$ cat src/acc_pkg.sv
// Constants and types for the analog comparator control block.
// Assumes an 8-bit register port and a single system clock.
package acc_pkg;

  // Register offsets on the register port
  localparam logic [7:0] OFF_CTRL_STATUS = 8'h30; // Comparator control and status
  localparam logic [7:0] OFF_CONV_CTRL_B = 8'h7b; // Converter control B
  localparam logic [7:0] OFF_BUF_DISABLE = 8'h7f; // Pin input buffer disable

  // Bit positions, control and status register
  localparam int BIT_PWR_OFF  = 7; // Comparator power off
  localparam int BIT_BANDGAP  = 6; // Bandgap on positive input
  localparam int BIT_RESULT   = 5; // Synchronised result, read only
  localparam int BIT_FLAG     = 4; // Event flag, write one to clear
  localparam int BIT_IRQ_EN   = 3; // Comparator interrupt enable
  localparam int BIT_CAPTURE  = 2; // Capture link enable
  localparam int BIT_MODE_HI  = 1; // Event mode high bit
  localparam int BIT_MODE_LO  = 0; // Event mode low bit

  // Bit positions, converter control B
  localparam int BIT_NEG_MUX  = 6; // Negative mux enable
  localparam int BIT_TRIG_HI  = 2; // Converter trigger select, top bit

  // Bit positions, buffer disable register
  localparam int BIT_NEG_BUF  = 1; // Negative pin buffer off
  localparam int BIT_POS_BUF  = 0; // Positive pin buffer off

  // Event modes
  typedef enum logic [1:0] {
    MODE_TOGGLE   = 2'b00,
    MODE_RESERVED = 2'b01,
    MODE_FALL     = 2'b10,
    MODE_RISE     = 2'b11
  } acc_mode_t;

  // Whole state of the control module
  typedef struct packed {
    logic       power_off;   // Comparator powered down
    logic       bandgap;     // Positive input from bandgap
    logic       flag;        // Sticky event flag
    logic       irq_en;      // Comparator interrupt enable
    logic       capture_en;  // Route result to capture front end
    acc_mode_t  mode;        // Event mode
    logic       neg_mux_en;  // Negative mux enable
    logic [2:0] trig_sel;    // Converter trigger select, stored only
    logic [1:0] buf_off;     // Pin buffer disables
    logic       prev;        // Previous synchronised sample
    logic [7:0] rdata;       // Read data, one cycle after strobe
    logic       irq;         // Interrupt request
    logic       neg_use;     // Negative input from converter channel
    logic [2:0] neg_chan;    // Converter channel for negative input
    logic       capture_out; // Result towards capture front end
    logic [1:0] pin_rd;      // Port input bits seen by software
  } acc_state_t;

  // Value after reset
  localparam acc_state_t ACC_STATE_RST = '0;

  // Synchroniser state
  typedef struct packed {
    logic [2:0] stage1; // First stage, read by second only
    logic [2:0] stage2; // Second stage, usable output
  } acc_sync_t;

  localparam acc_sync_t ACC_SYNC_RST = '0;

endpackage : acc_pkg

$ cat src/acc_sync.sv
// Two-stage synchroniser for the comparator output and the two pins.
// Assumes the inputs are asynchronous to clk_sys.
`timescale 1ns/10ps
module acc_sync import acc_pkg::*; (
  input  wire logic       clk_sys,  // System clock
  input  wire logic       reset_n,  // Synchronous reset, active low
  input  wire logic [2:0] async_in, // Asynchronous levels
  output logic      [2:0] sync_out  // Synchronised levels
);

  acc_sync_t st_ff;  // Registered state
  acc_sync_t nxt_st; // Next state

  // Shift the levels through two stages
  always_comb begin
    nxt_st        = st_ff;
    nxt_st.stage1 = async_in;
    nxt_st.stage2 = st_ff.stage1;
  end

  // State register
  always_ff @(posedge clk_sys) begin
    if (!reset_n) begin
      st_ff <= ACC_SYNC_RST;
    end else begin
      st_ff <= nxt_st;
    end
  end

  // Only the second stage leaves the module
  assign sync_out = st_ff.stage2;

endmodule : acc_sync

$ cat src/acc_ctrl.sv
// Control and event logic around an on-chip voltage comparator.
// Assumes the analog comparator, converter and timer capture live outside;
// converter enable, channel select and the global enable share clk_sys.
//
// What this block does
// - Result high when positive input exceeds negative
// - Mux enable, converter off: channel picks negative
// - Bandgap select replaces positive pin input
// - Result synchronised, one to two cycles late
// - Selected output event sets the flag
// - Mode 00 toggle, 01 reserved, 10 fall, 11 rise
// - Flag cleared by vector or write one
// - Interrupt needs flag, enable, global enable
// - Capture link routes result to timer
// - Power-off bit settable any time
// - Buffer off forces port input to zero
// - Unused bits read zero, ignore writes
`timescale 1ns/10ps
module acc_ctrl import acc_pkg::*; (
  input  wire logic       clk_sys,              // System clock, 10 MHz
  input  wire logic       reset_n,              // Synchronous reset, active low
  input  wire logic [7:0] reg_addr,             // Register address
  input  wire logic [7:0] reg_wdata,            // Write data
  input  wire logic       reg_wr,               // Write strobe
  input  wire logic       reg_rd,               // Read strobe
  output logic      [7:0] reg_rdata,            // Read data, cycle after strobe
  input  wire logic       comp_raw,             // Raw analog comparator output
  input  wire logic [1:0] pin_raw,              // Digital levels of the two pins
  input  wire logic       converter_on,         // Converter switched on
  input  wire logic [2:0] channel_select,       // Converter channel select
  input  wire logic       global_irq_enable,    // Core global interrupt enable
  input  wire logic       irq_vector_taken,     // Comparator vector taken, pulse
  output logic            comparator_result,    // Synchronised comparator output
  output logic            comparator_power_off, // Power down to analog part
  output logic            bandgap_select,       // Bandgap on positive input
  output logic            neg_channel_en,       // Negative input from channel
  output logic      [2:0] neg_channel,          // Channel for negative input
  output logic            comparator_irq,       // Interrupt request
  output logic            capture_link_out,     // Result towards capture logic
  output logic      [1:0] pin_buffer_off,       // Pin digital buffer disables
  output logic      [1:0] port_pin_read         // Port input bits for software
);

  acc_state_t st_ff;     // Registered state
  acc_state_t nxt_st;    // Next state
  logic [2:0] sync_lv;   // Synchronised comparator and pins
  logic       res;       // Synchronised comparator result
  logic       evt;       // Selected event this cycle
  logic       wr_csr;    // Write to control and status
  logic       clr_flag;  // Flag clear request this cycle
  logic [7:0] rd_val;    // Read mux value

  // Register address match, used for writes and reads
  function automatic logic hit(input logic [7:0] addr, input logic [7:0] off);
    hit = (addr == off);
  endfunction : hit

  // Event decode from mode and two samples
  function automatic logic event_of(input acc_mode_t m, input logic cur,
                                    input logic old);
    case (m)
      MODE_TOGGLE:   event_of = cur ^ old;
      MODE_FALL:     event_of = old & ~cur;
      MODE_RISE:     event_of = cur & ~old;
      MODE_RESERVED: event_of = 1'b0;
      default:       event_of = 1'b0;         // Unreachable codes stay quiet
    endcase
  endfunction : event_of

  // Comparator output and pins cross into the clock domain here
  acc_sync u_sync (
    .clk_sys  (clk_sys),
    .reset_n  (reset_n),
    .async_in ({pin_raw, comp_raw}),
    .sync_out (sync_lv)
  );

  // Result bit follows the analog compare, one to two cycles late
  assign res = sync_lv[0];

  // Edge against the stored previous sample; one event per transition
  assign evt = event_of(st_ff.mode, res, st_ff.prev);

  // Write decode for the control and status register
  assign wr_csr = reg_wr && hit(reg_addr, OFF_CTRL_STATUS);

  // Clear by vector or by writing one; zero written leaves it
  assign clr_flag = irq_vector_taken || (wr_csr && reg_wdata[BIT_FLAG]);

  // Read mux; unused bits are constant zero
  always_comb begin
    rd_val = 8'h00;
    if (hit(reg_addr, OFF_CTRL_STATUS)) begin
      rd_val[BIT_PWR_OFF] = st_ff.power_off;
      rd_val[BIT_BANDGAP] = st_ff.bandgap;
      rd_val[BIT_RESULT]  = res;
      rd_val[BIT_FLAG]    = st_ff.flag;
      rd_val[BIT_IRQ_EN]  = st_ff.irq_en;
      rd_val[BIT_CAPTURE] = st_ff.capture_en;
      rd_val[BIT_MODE_HI:BIT_MODE_LO] = st_ff.mode;
    end else if (hit(reg_addr, OFF_CONV_CTRL_B)) begin
      rd_val[BIT_NEG_MUX]      = st_ff.neg_mux_en;
      rd_val[BIT_TRIG_HI:0]    = st_ff.trig_sel;
    end else if (hit(reg_addr, OFF_BUF_DISABLE)) begin
      rd_val[BIT_NEG_BUF:BIT_POS_BUF] = st_ff.buf_off;
    end else begin
      rd_val = 8'h00; // Unmapped address reads zero
    end
  end

  // Next-state logic
  always_comb begin
    nxt_st = st_ff;

    // Register writes; read-only and unused bits ignore data
    if (wr_csr) begin
      nxt_st.power_off  = reg_wdata[BIT_PWR_OFF];
      nxt_st.bandgap    = reg_wdata[BIT_BANDGAP];
      nxt_st.irq_en     = reg_wdata[BIT_IRQ_EN];
      nxt_st.capture_en = reg_wdata[BIT_CAPTURE];
      nxt_st.mode       = acc_mode_t'(reg_wdata[BIT_MODE_HI:BIT_MODE_LO]);
    end
    if (reg_wr && hit(reg_addr, OFF_CONV_CTRL_B)) begin
      nxt_st.neg_mux_en = reg_wdata[BIT_NEG_MUX];
      nxt_st.trig_sel   = reg_wdata[BIT_TRIG_HI:0];
    end
    if (reg_wr && hit(reg_addr, OFF_BUF_DISABLE)) begin
      nxt_st.buf_off = reg_wdata[BIT_NEG_BUF:BIT_POS_BUF];
    end

    // Sticky flag; an event in the clearing cycle still wins
    nxt_st.flag = (st_ff.flag && !clr_flag) || evt;

    // Keep the sample for the next edge compare
    nxt_st.prev = res;

    // Read data only in the cycle after the strobe
    nxt_st.rdata = reg_rd ? rd_val : 8'h00;

    // Request from the updated flag so a cleared flag drops it at once
    nxt_st.irq = nxt_st.flag && st_ff.irq_en && global_irq_enable;

    // Negative input selection follows enable and converter state
    nxt_st.neg_use  = st_ff.neg_mux_en && !converter_on;
    nxt_st.neg_chan = channel_select;

    // No connection to capture logic while the link is off
    nxt_st.capture_out = st_ff.capture_en && res;

    // Disabled buffers make the port bit read as zero
    nxt_st.pin_rd = sync_lv[2:1] & ~st_ff.buf_off;
  end

  // State register
  always_ff @(posedge clk_sys) begin
    if (!reset_n) begin
      st_ff <= ACC_STATE_RST;
    end else begin
      st_ff <= nxt_st;
    end
  end

  // Outputs straight from flip-flops
  assign reg_rdata            = st_ff.rdata;
  assign comparator_result    = sync_lv[0];
  assign comparator_power_off = st_ff.power_off;
  assign bandgap_select       = st_ff.bandgap;
  assign neg_channel_en       = st_ff.neg_use;
  assign neg_channel          = st_ff.neg_chan;
  assign comparator_irq       = st_ff.irq;
  assign capture_link_out     = st_ff.capture_out;
  assign pin_buffer_off       = st_ff.buf_off;
  assign port_pin_read        = st_ff.pin_rd;
endmodule : acc_ctrl

$ cat config.mk
export PLATFORM = sky130hd
export DESIGN_NAME = acc_ctrl
export DESIGN_NICKNAME = d
export VERILOG_FILES = /design/src/acc_pkg.sv /design/src/acc_sync.sv /design/src/acc_ctrl.sv
export SDC_FILE = /design/constraint.sdc
export NUM_CORES = 1
export LEC_CHECK = 0
export BUFFER_PORTS_ARGS = -buffer_cell sky130_fd_sc_hd__buf_2
export CORE_UTILIZATION = 25
export CTS_BUF_LIST = sky130_fd_sc_hd__clkbuf_4 sky130_fd_sc_hd__clkbuf_8
export CTS_CLUSTER_DIAMETER = 150
export CTS_CLUSTER_SIZE = 20
export DETAILED_ROUTE_END_ITERATION = 16
export REMOVE_ABC_BUFFERS = 1
export SYNTH_ARGS = -nofsm -noshare
export SYNTH_HDL_FRONTEND = slang
export SYNTH_SLANG_ARGS = --single-unit
$ cat constraint.sdc
create_clock -name clk_sys -period 1.7 [get_ports clk_sys]
set_clock_uncertainty 0.2 [all_clocks]
set_input_delay 0.425 -clock clk_sys [delete_from_list [all_inputs] [get_ports clk_sys]]
set_output_delay 0.425 -clock clk_sys [all_outputs]
set_load 0.01 [all_outputs]
Yosys cells after proc, flatten, opt, wreduce, memory -nomap -nowiden
Index checks and enable logic that the tools add are counted.
{"block": "totals", "ram_bits": 0, "register_bits": 36, "rom_bits": 0, "wordCells": 53, "latchBits": 0, "mem_count": 0, "input_bits": 29}
{"block": "classes", "mul": 0, "magnitude_cmp": 0, "bitwise": 7, "n_shift": 0, "add_sub_neg": 0, "eq_ne": 6, "muxes": 5, "div": 0, "reduce_logical": 16}
{"op": "$eq A8 B7 Y1 const B", "count": 2}
{"op": "$logic_and A1 B1 Y1", "count": 9}
{"op": "$eq A8 B6 Y1 const B", "count": 1}
{"op": "$mux W7", "count": 1}
{"op": "$eq A2 B2 Y1 const B", "count": 2}
{"op": "$pmux W1 S4", "count": 1}
{"op": "$mux W3", "count": 1}
{"op": "$reduce_and A3 Y1", "count": 1}
{"op": "$and A1 B1 Y1", "count": 2}
{"op": "$and A2 B2 Y2", "count": 1}
{"op": "$eq A2 B1 Y1 const B", "count": 1}
{"op": "$logic_not A1 Y1", "count": 2}
{"op": "$logic_not A2 Y1", "count": 1}
{"op": "$logic_or A1 B1 Y1", "count": 2}
{"op": "$mux W2", "count": 1}
{"op": "$not A1 Y1", "count": 2}
{"op": "$not A2 Y2", "count": 1}
{"op": "$reduce_and A2 Y1", "count": 1}
{"op": "$mux W1", "count": 1}
{"op": "$xor A1 B1 Y1", "count": 1}

Logic depth before layout (Yosys ltp)
{"block": "logic_depth", "word_depth": 9, "mapped_depth": 6, "mapped_depth_nobuf": 6}

Modules after synthesis
A second synthesis with hierarchy kept.
{"block": "unflattened", "hier_cells": 144, "hier_area_um2": 1390.1}
{"mod": "acc_ctrl", "area_each_um2": 1232.4, "n_inst": 1, "seq_area_each_um2": 600.6, "cells_each": 132}
{"mod": "acc_sync", "area_each_um2": 157.7, "n_inst": 1, "seq_area_each_um2": 120.1, "cells_each": 12}

Worst setup path before layout
No wires, ideal clock.
{"block": "synth_timing", "path_kind": "input -> register", "from": "input port reg_addr[0]", "to": "register st_ff, in the netlist reg_rdata[0]", "stages": 4, "arrival_ns": 1.505, "setup_slack_ns": -0.064, "n_path_buf": 0, "cell_sequence": "or4_4 nor4_4 a222oi_1 inv_1"}
{"block": "synth_via", "elab_chain_len": 4, "word_cells_on_any_way": 6, "classes_between": "eq/ne (3); mux (3)"}
{"item": "start, declared", "line_no": "acc_ctrl.sv:22", "text": "input wire logic [7:0] reg_addr,"}
{"item": "$eq A8 B7 Y1", "line_no": "acc_ctrl.sv:55", "text": "hit = (addr == off);"}
{"item": "$mux W2", "line_no": "acc_ctrl.sv:104", "text": "end else if (hit(reg_addr, OFF_BUF_DISABLE)) begin"}
{"item": "$mux W3", "line_no": "acc_ctrl.sv:101", "text": "end else if (hit(reg_addr, OFF_CONV_CTRL_B)) begin"}
{"item": "$mux W7 (*)", "line_no": "acc_ctrl.sv:93", "text": "if (hit(reg_addr, OFF_CTRL_STATUS)) begin"}
{"item": "end signal, assigned", "line_no": "acc_ctrl.sv:159", "text": "st_ff <= nxt_st;"}
{"item": "end, declared", "line_no": "acc_ctrl.sv:44", "text": "acc_state_t st_ff;"}
Mark *: on every way between the ends. The rest lies on a longest branch, timed or not.
A chain may end at the register's enable or synchronous reset.

Worst setup path in the final report
{"block": "layout_timing", "from": "input port reg_addr[0]", "to": "register st_ff, in the netlist comparator_irq"}
{"block": "layout_via", "elab_chain_len": 9}
{"item": "$eq A8 B6 Y1", "line_no": "acc_ctrl.sv:55"}
{"item": "$logic_and A1 B1 Y1", "line_no": "acc_ctrl.sv:85", "text": "assign wr_csr = reg_wr && hit(reg_addr, OFF_CTRL_STATUS);"}
{"item": "$logic_and A1 B1 Y1", "line_no": "acc_ctrl.sv:88", "text": "assign clr_flag = irq_vector_taken || (wr_csr && reg_wdata[BIT_FLAG]);"}
{"item": "$logic_or A1 B1 Y1", "line_no": "acc_ctrl.sv:88"}
{"item": "$logic_not A1 Y1", "line_no": "acc_ctrl.sv:132", "text": "nxt_st.flag = (st_ff.flag && !clr_flag) || evt;"}
{"item": "$logic_and A1 B1 Y1", "line_no": "acc_ctrl.sv:132"}
{"item": "$logic_or A1 B1 Y1", "line_no": "acc_ctrl.sv:132"}
{"item": "$logic_and A1 B1 Y1 (2 in a row)", "line_no": "acc_ctrl.sv:141", "text": "nxt_st.irq = nxt_st.flag && st_ff.irq_en && global_irq_enable;"}
Every way passes these cells.

==> impl_metrics.json <==
{
  "min_from": "converter_on",
  "pin_count": 50,
  "final_max_slew_viol_count": 0,
  "antenna_found_initial": 0,
  "relSlewSlack": 0.798,
  "max_freq_ghz": 0.609,
  "diodes": 0,
  "hpwl_um": 1990,
  "multi_input_area_um2": 497,
  "num_vias": 1086,
  "yosysUniqueCellTypes": 30,
  "cts_buffers": 5,
  "cp.required_ns": 1.67,
  "synth-compound-area-share": 0.0859,
  "ant_nets": 0,
  "clockPowerShare": 0.460,
  "cp-end-kind": "flop",
  "finalCritPeriodShare": 0.967,
  "cts_tree": "yes",
  "seq_power_share": 0.489,
  "final_nets": 218,
  "clock-sinks": 36,
  "holdPathStages": 2,
  "hold_viol": 0,
  "rsz0062_at_grt": "false",
  "syn-instance-count": 143,
  "hold_class": "in -> reg",
  "cts_resized": 0,
  "start_util": 0.263,
  "crit_type": "in -> reg",
  "grt_max_degree": 25,
  "cts_root_buffer": "clkbuf_8",
  "r2r_cells": 6,
  "p_int_mw": 1.42,
  "dieHeight_um": 76.0,
  "synth_fa_ha_area_frac": 0.0183,
  "drive_above_1_share": 0.388,
  "rows": 26,
  "routed_wl_um": 2680,
  "crit_chain": "buf_2 > or4_4 > nor3_4 > buf_12 > a211o_1 > a21oi_1",
  "yosys_warnings": 0,
  "worst_slack_ns": 0.0567,
  "drtPass1Iterations": 4,
  "cp_slowest_cell": "or4_4",
  "final_cell_mix": "buf_2 (48), dfxtp_1 (36), nand2_1 (18), o21ai_0 (13), nand3_1 (12)",
  "slowest_delay_ns": 0.57,
  "fin_area_um2": 1770,
  "async_flop_share": 0,
  "power_density_nw_per_um2": 993,
  "reg2reg_from": "u_sync.sync_out[0]",
  "finalSetupViolations": 0,
  "htree_levels": 2,
  "combPwrFrac": 0.051,
  "drcViolationCount": 0,
  "p_sw_uw": 342,
  "hold_path_end": "neg_channel_en",
  "dieArea_um2": 5780,
  "setup_tns_ns": 0,
  "synth_top_family_by_area": "simple AND/OR/NAND/NOR gates",
  "cap_viol_max_count": 0,
  "place_ws_ns": -0.264,
  "r2r_end": "comparator_irq",
  "clkLatencyLatePin_ns": 0.28,
  "whs_ns": 0.0947,
  "drtIter0Drc": 46,
  "synth_edf_count": 0,
  "avgRoutedWirePerCell_um": 10.4,
  "critical_path_peak_fanout": 13,
  "cts.clk_slew.worst_paths_ns": 0.07,
  "area_delta_synth_final_pct": 29.6,
  "nFillCells": 562,
  "ff_latch_area_um2": 721,
  "portBuffers": 48,
  "synth_flop_cell": "dfxtp_1",
  "min_period_ns": 1.64,
  "vias_per_cell": 4.21,
  "ys_seq_area_frac": 0.527,
  "synthXorXnorAreaFrac": 0,
  "swShare": 0.194,
  "core_area_um2": 5200,
  "post_cts_buffers": 0,
  "critPathLaunchType": "primary input",
  "dpl-instance-area_um2": 1640,
  "yosys-mux-area-fraction": 0.00731,
  "syn_avg_cell_area_um2": 9.57,
  "grt_pass1_vias": 1083,
  "dieWidth_um": 76.0,
  "final_common_cell": "buf_2",
  "clk_path_buf_depth": 2,
  "r2r_setup_slack_ns": 0.21,
  "status": "completed",
  "synthSimpleGateAreaFrac": 0.251,
  "leakagePower_nw": 0.806,
  "grt_pass1_wl_um": 4600,
  "max_slew.worst_pin.slew_ns": 0.300,
  "peakVddDrop_mv": 0.398,
  "ys_ff_latch": 36,
  "routabilityCongestion": 0.713,
  "ctsHoldBuffers": 0,
  "grt_use_total": 0.104,
  "cp_data_arrival_time_ns": 1.62,
  "grt_overflow": 0,
  "syn_area_um2": 1370
}
metal layers:
layer  up-vias  share of wire  global-route usage
met1       491           0.43               0.109
met4         0          0.023              0.0519
met5         -              0                   0
met3         6          0.064              0.0419
li1        557              -                   -
met2        32           0.49               0.179
synth_stat cells (2+ instances only):
cell      count  area share
ha_1          2       0.018
a222oi_1      2       0.015
nor4_1        2      0.0091
nand3_1      12       0.044
and2_1       10       0.046
nor2_1        3      0.0082
dfxtp_1      36        0.53
nor3_1        2      0.0073
inv_1         5       0.014
clkbuf_1      3      0.0082
nand2_1      18       0.049
buf_4        15       0.082
and2_2        4       0.022
o21ai_0      13       0.048
registers in the layout, summed over array words and instances (netlist names):
signal                flops
comparator_irq            1
reg_rdata                 8
bandgap_select            1
capture_link_out          1
comparator_power_off      1
u_sync.sync_out           3
u_sync.nxt_st             3
st_ff                    10
port_pin_read             2
neg_channel               3
pin_buffer_off            2
neg_channel_en            1
through the flow:
stage          utilization  std cells  power (mW)
2_1_floorplan            -        123       0.906
3_3_place_gp         0.316        250       0.969
3_5_place_dp         0.316        250       0.972
4_1_cts              0.340        258        1.80
5_1_grt              0.341        258        1.85
6_report             0.341        258        1.76
power groups by stage:
stage	logic (mW)	registers, mW	clock network (mW)
5_1_grt	0.101	0.863	0.885
3_3_place_gp	0.0887	0.881	0
6_report	0.0890	0.862	0.811
2_1_floorplan	0.0222	0.884	0
3_5_place_dp	0.0908	0.881	0
4_1_cts	0.0910	0.861	0.848
layout make-up:
type,instances,area share
flip-flops and latches,36,0.406
clock inverters,1,0.0169
multi-input cells,82,0.280
inverters,5,0.0106
well taps,70,0.0494
repair buffers,57,0.183
clock buffers,7,0.0543
worst max-delay path by stage:
| stage | endpoint | from | slack, ns |
|---|---|---|---|
| 3_5_place_dp | reg_rdata[1] | reg_addr[0] | -0.26 |
| 6_report | comparator_irq | reg_addr[0] | 0.06 |
| 3_3_place_gp | reg_rdata[1] | reg_addr[0] | -0.24 |
| 4_1_cts | reg_rdata[1] | reg_addr[0] | 0.05 |
| 2_1_floorplan | comparator_irq | reg_addr[0] | -0.13 |
| 5_1_grt | comparator_irq | reg_addr[0] | 0.02 |
cell families after synthesis:
kind of cell,after synthesis
simple gates,60
flops,36
buf+inv,25
compound gates,19
fa+ha+maj,2
mux,1
worst max-delay path: cells and delay by family:
family | cells | cell delay (ns)
AND/OR/NAND/NOR | 2 | 0.74
AO/OA/AOI/OAI | 2 | 0.20
buffers and inverters | 2 | 0.25
No activity file was read; power rests on OpenSTA's default activity.
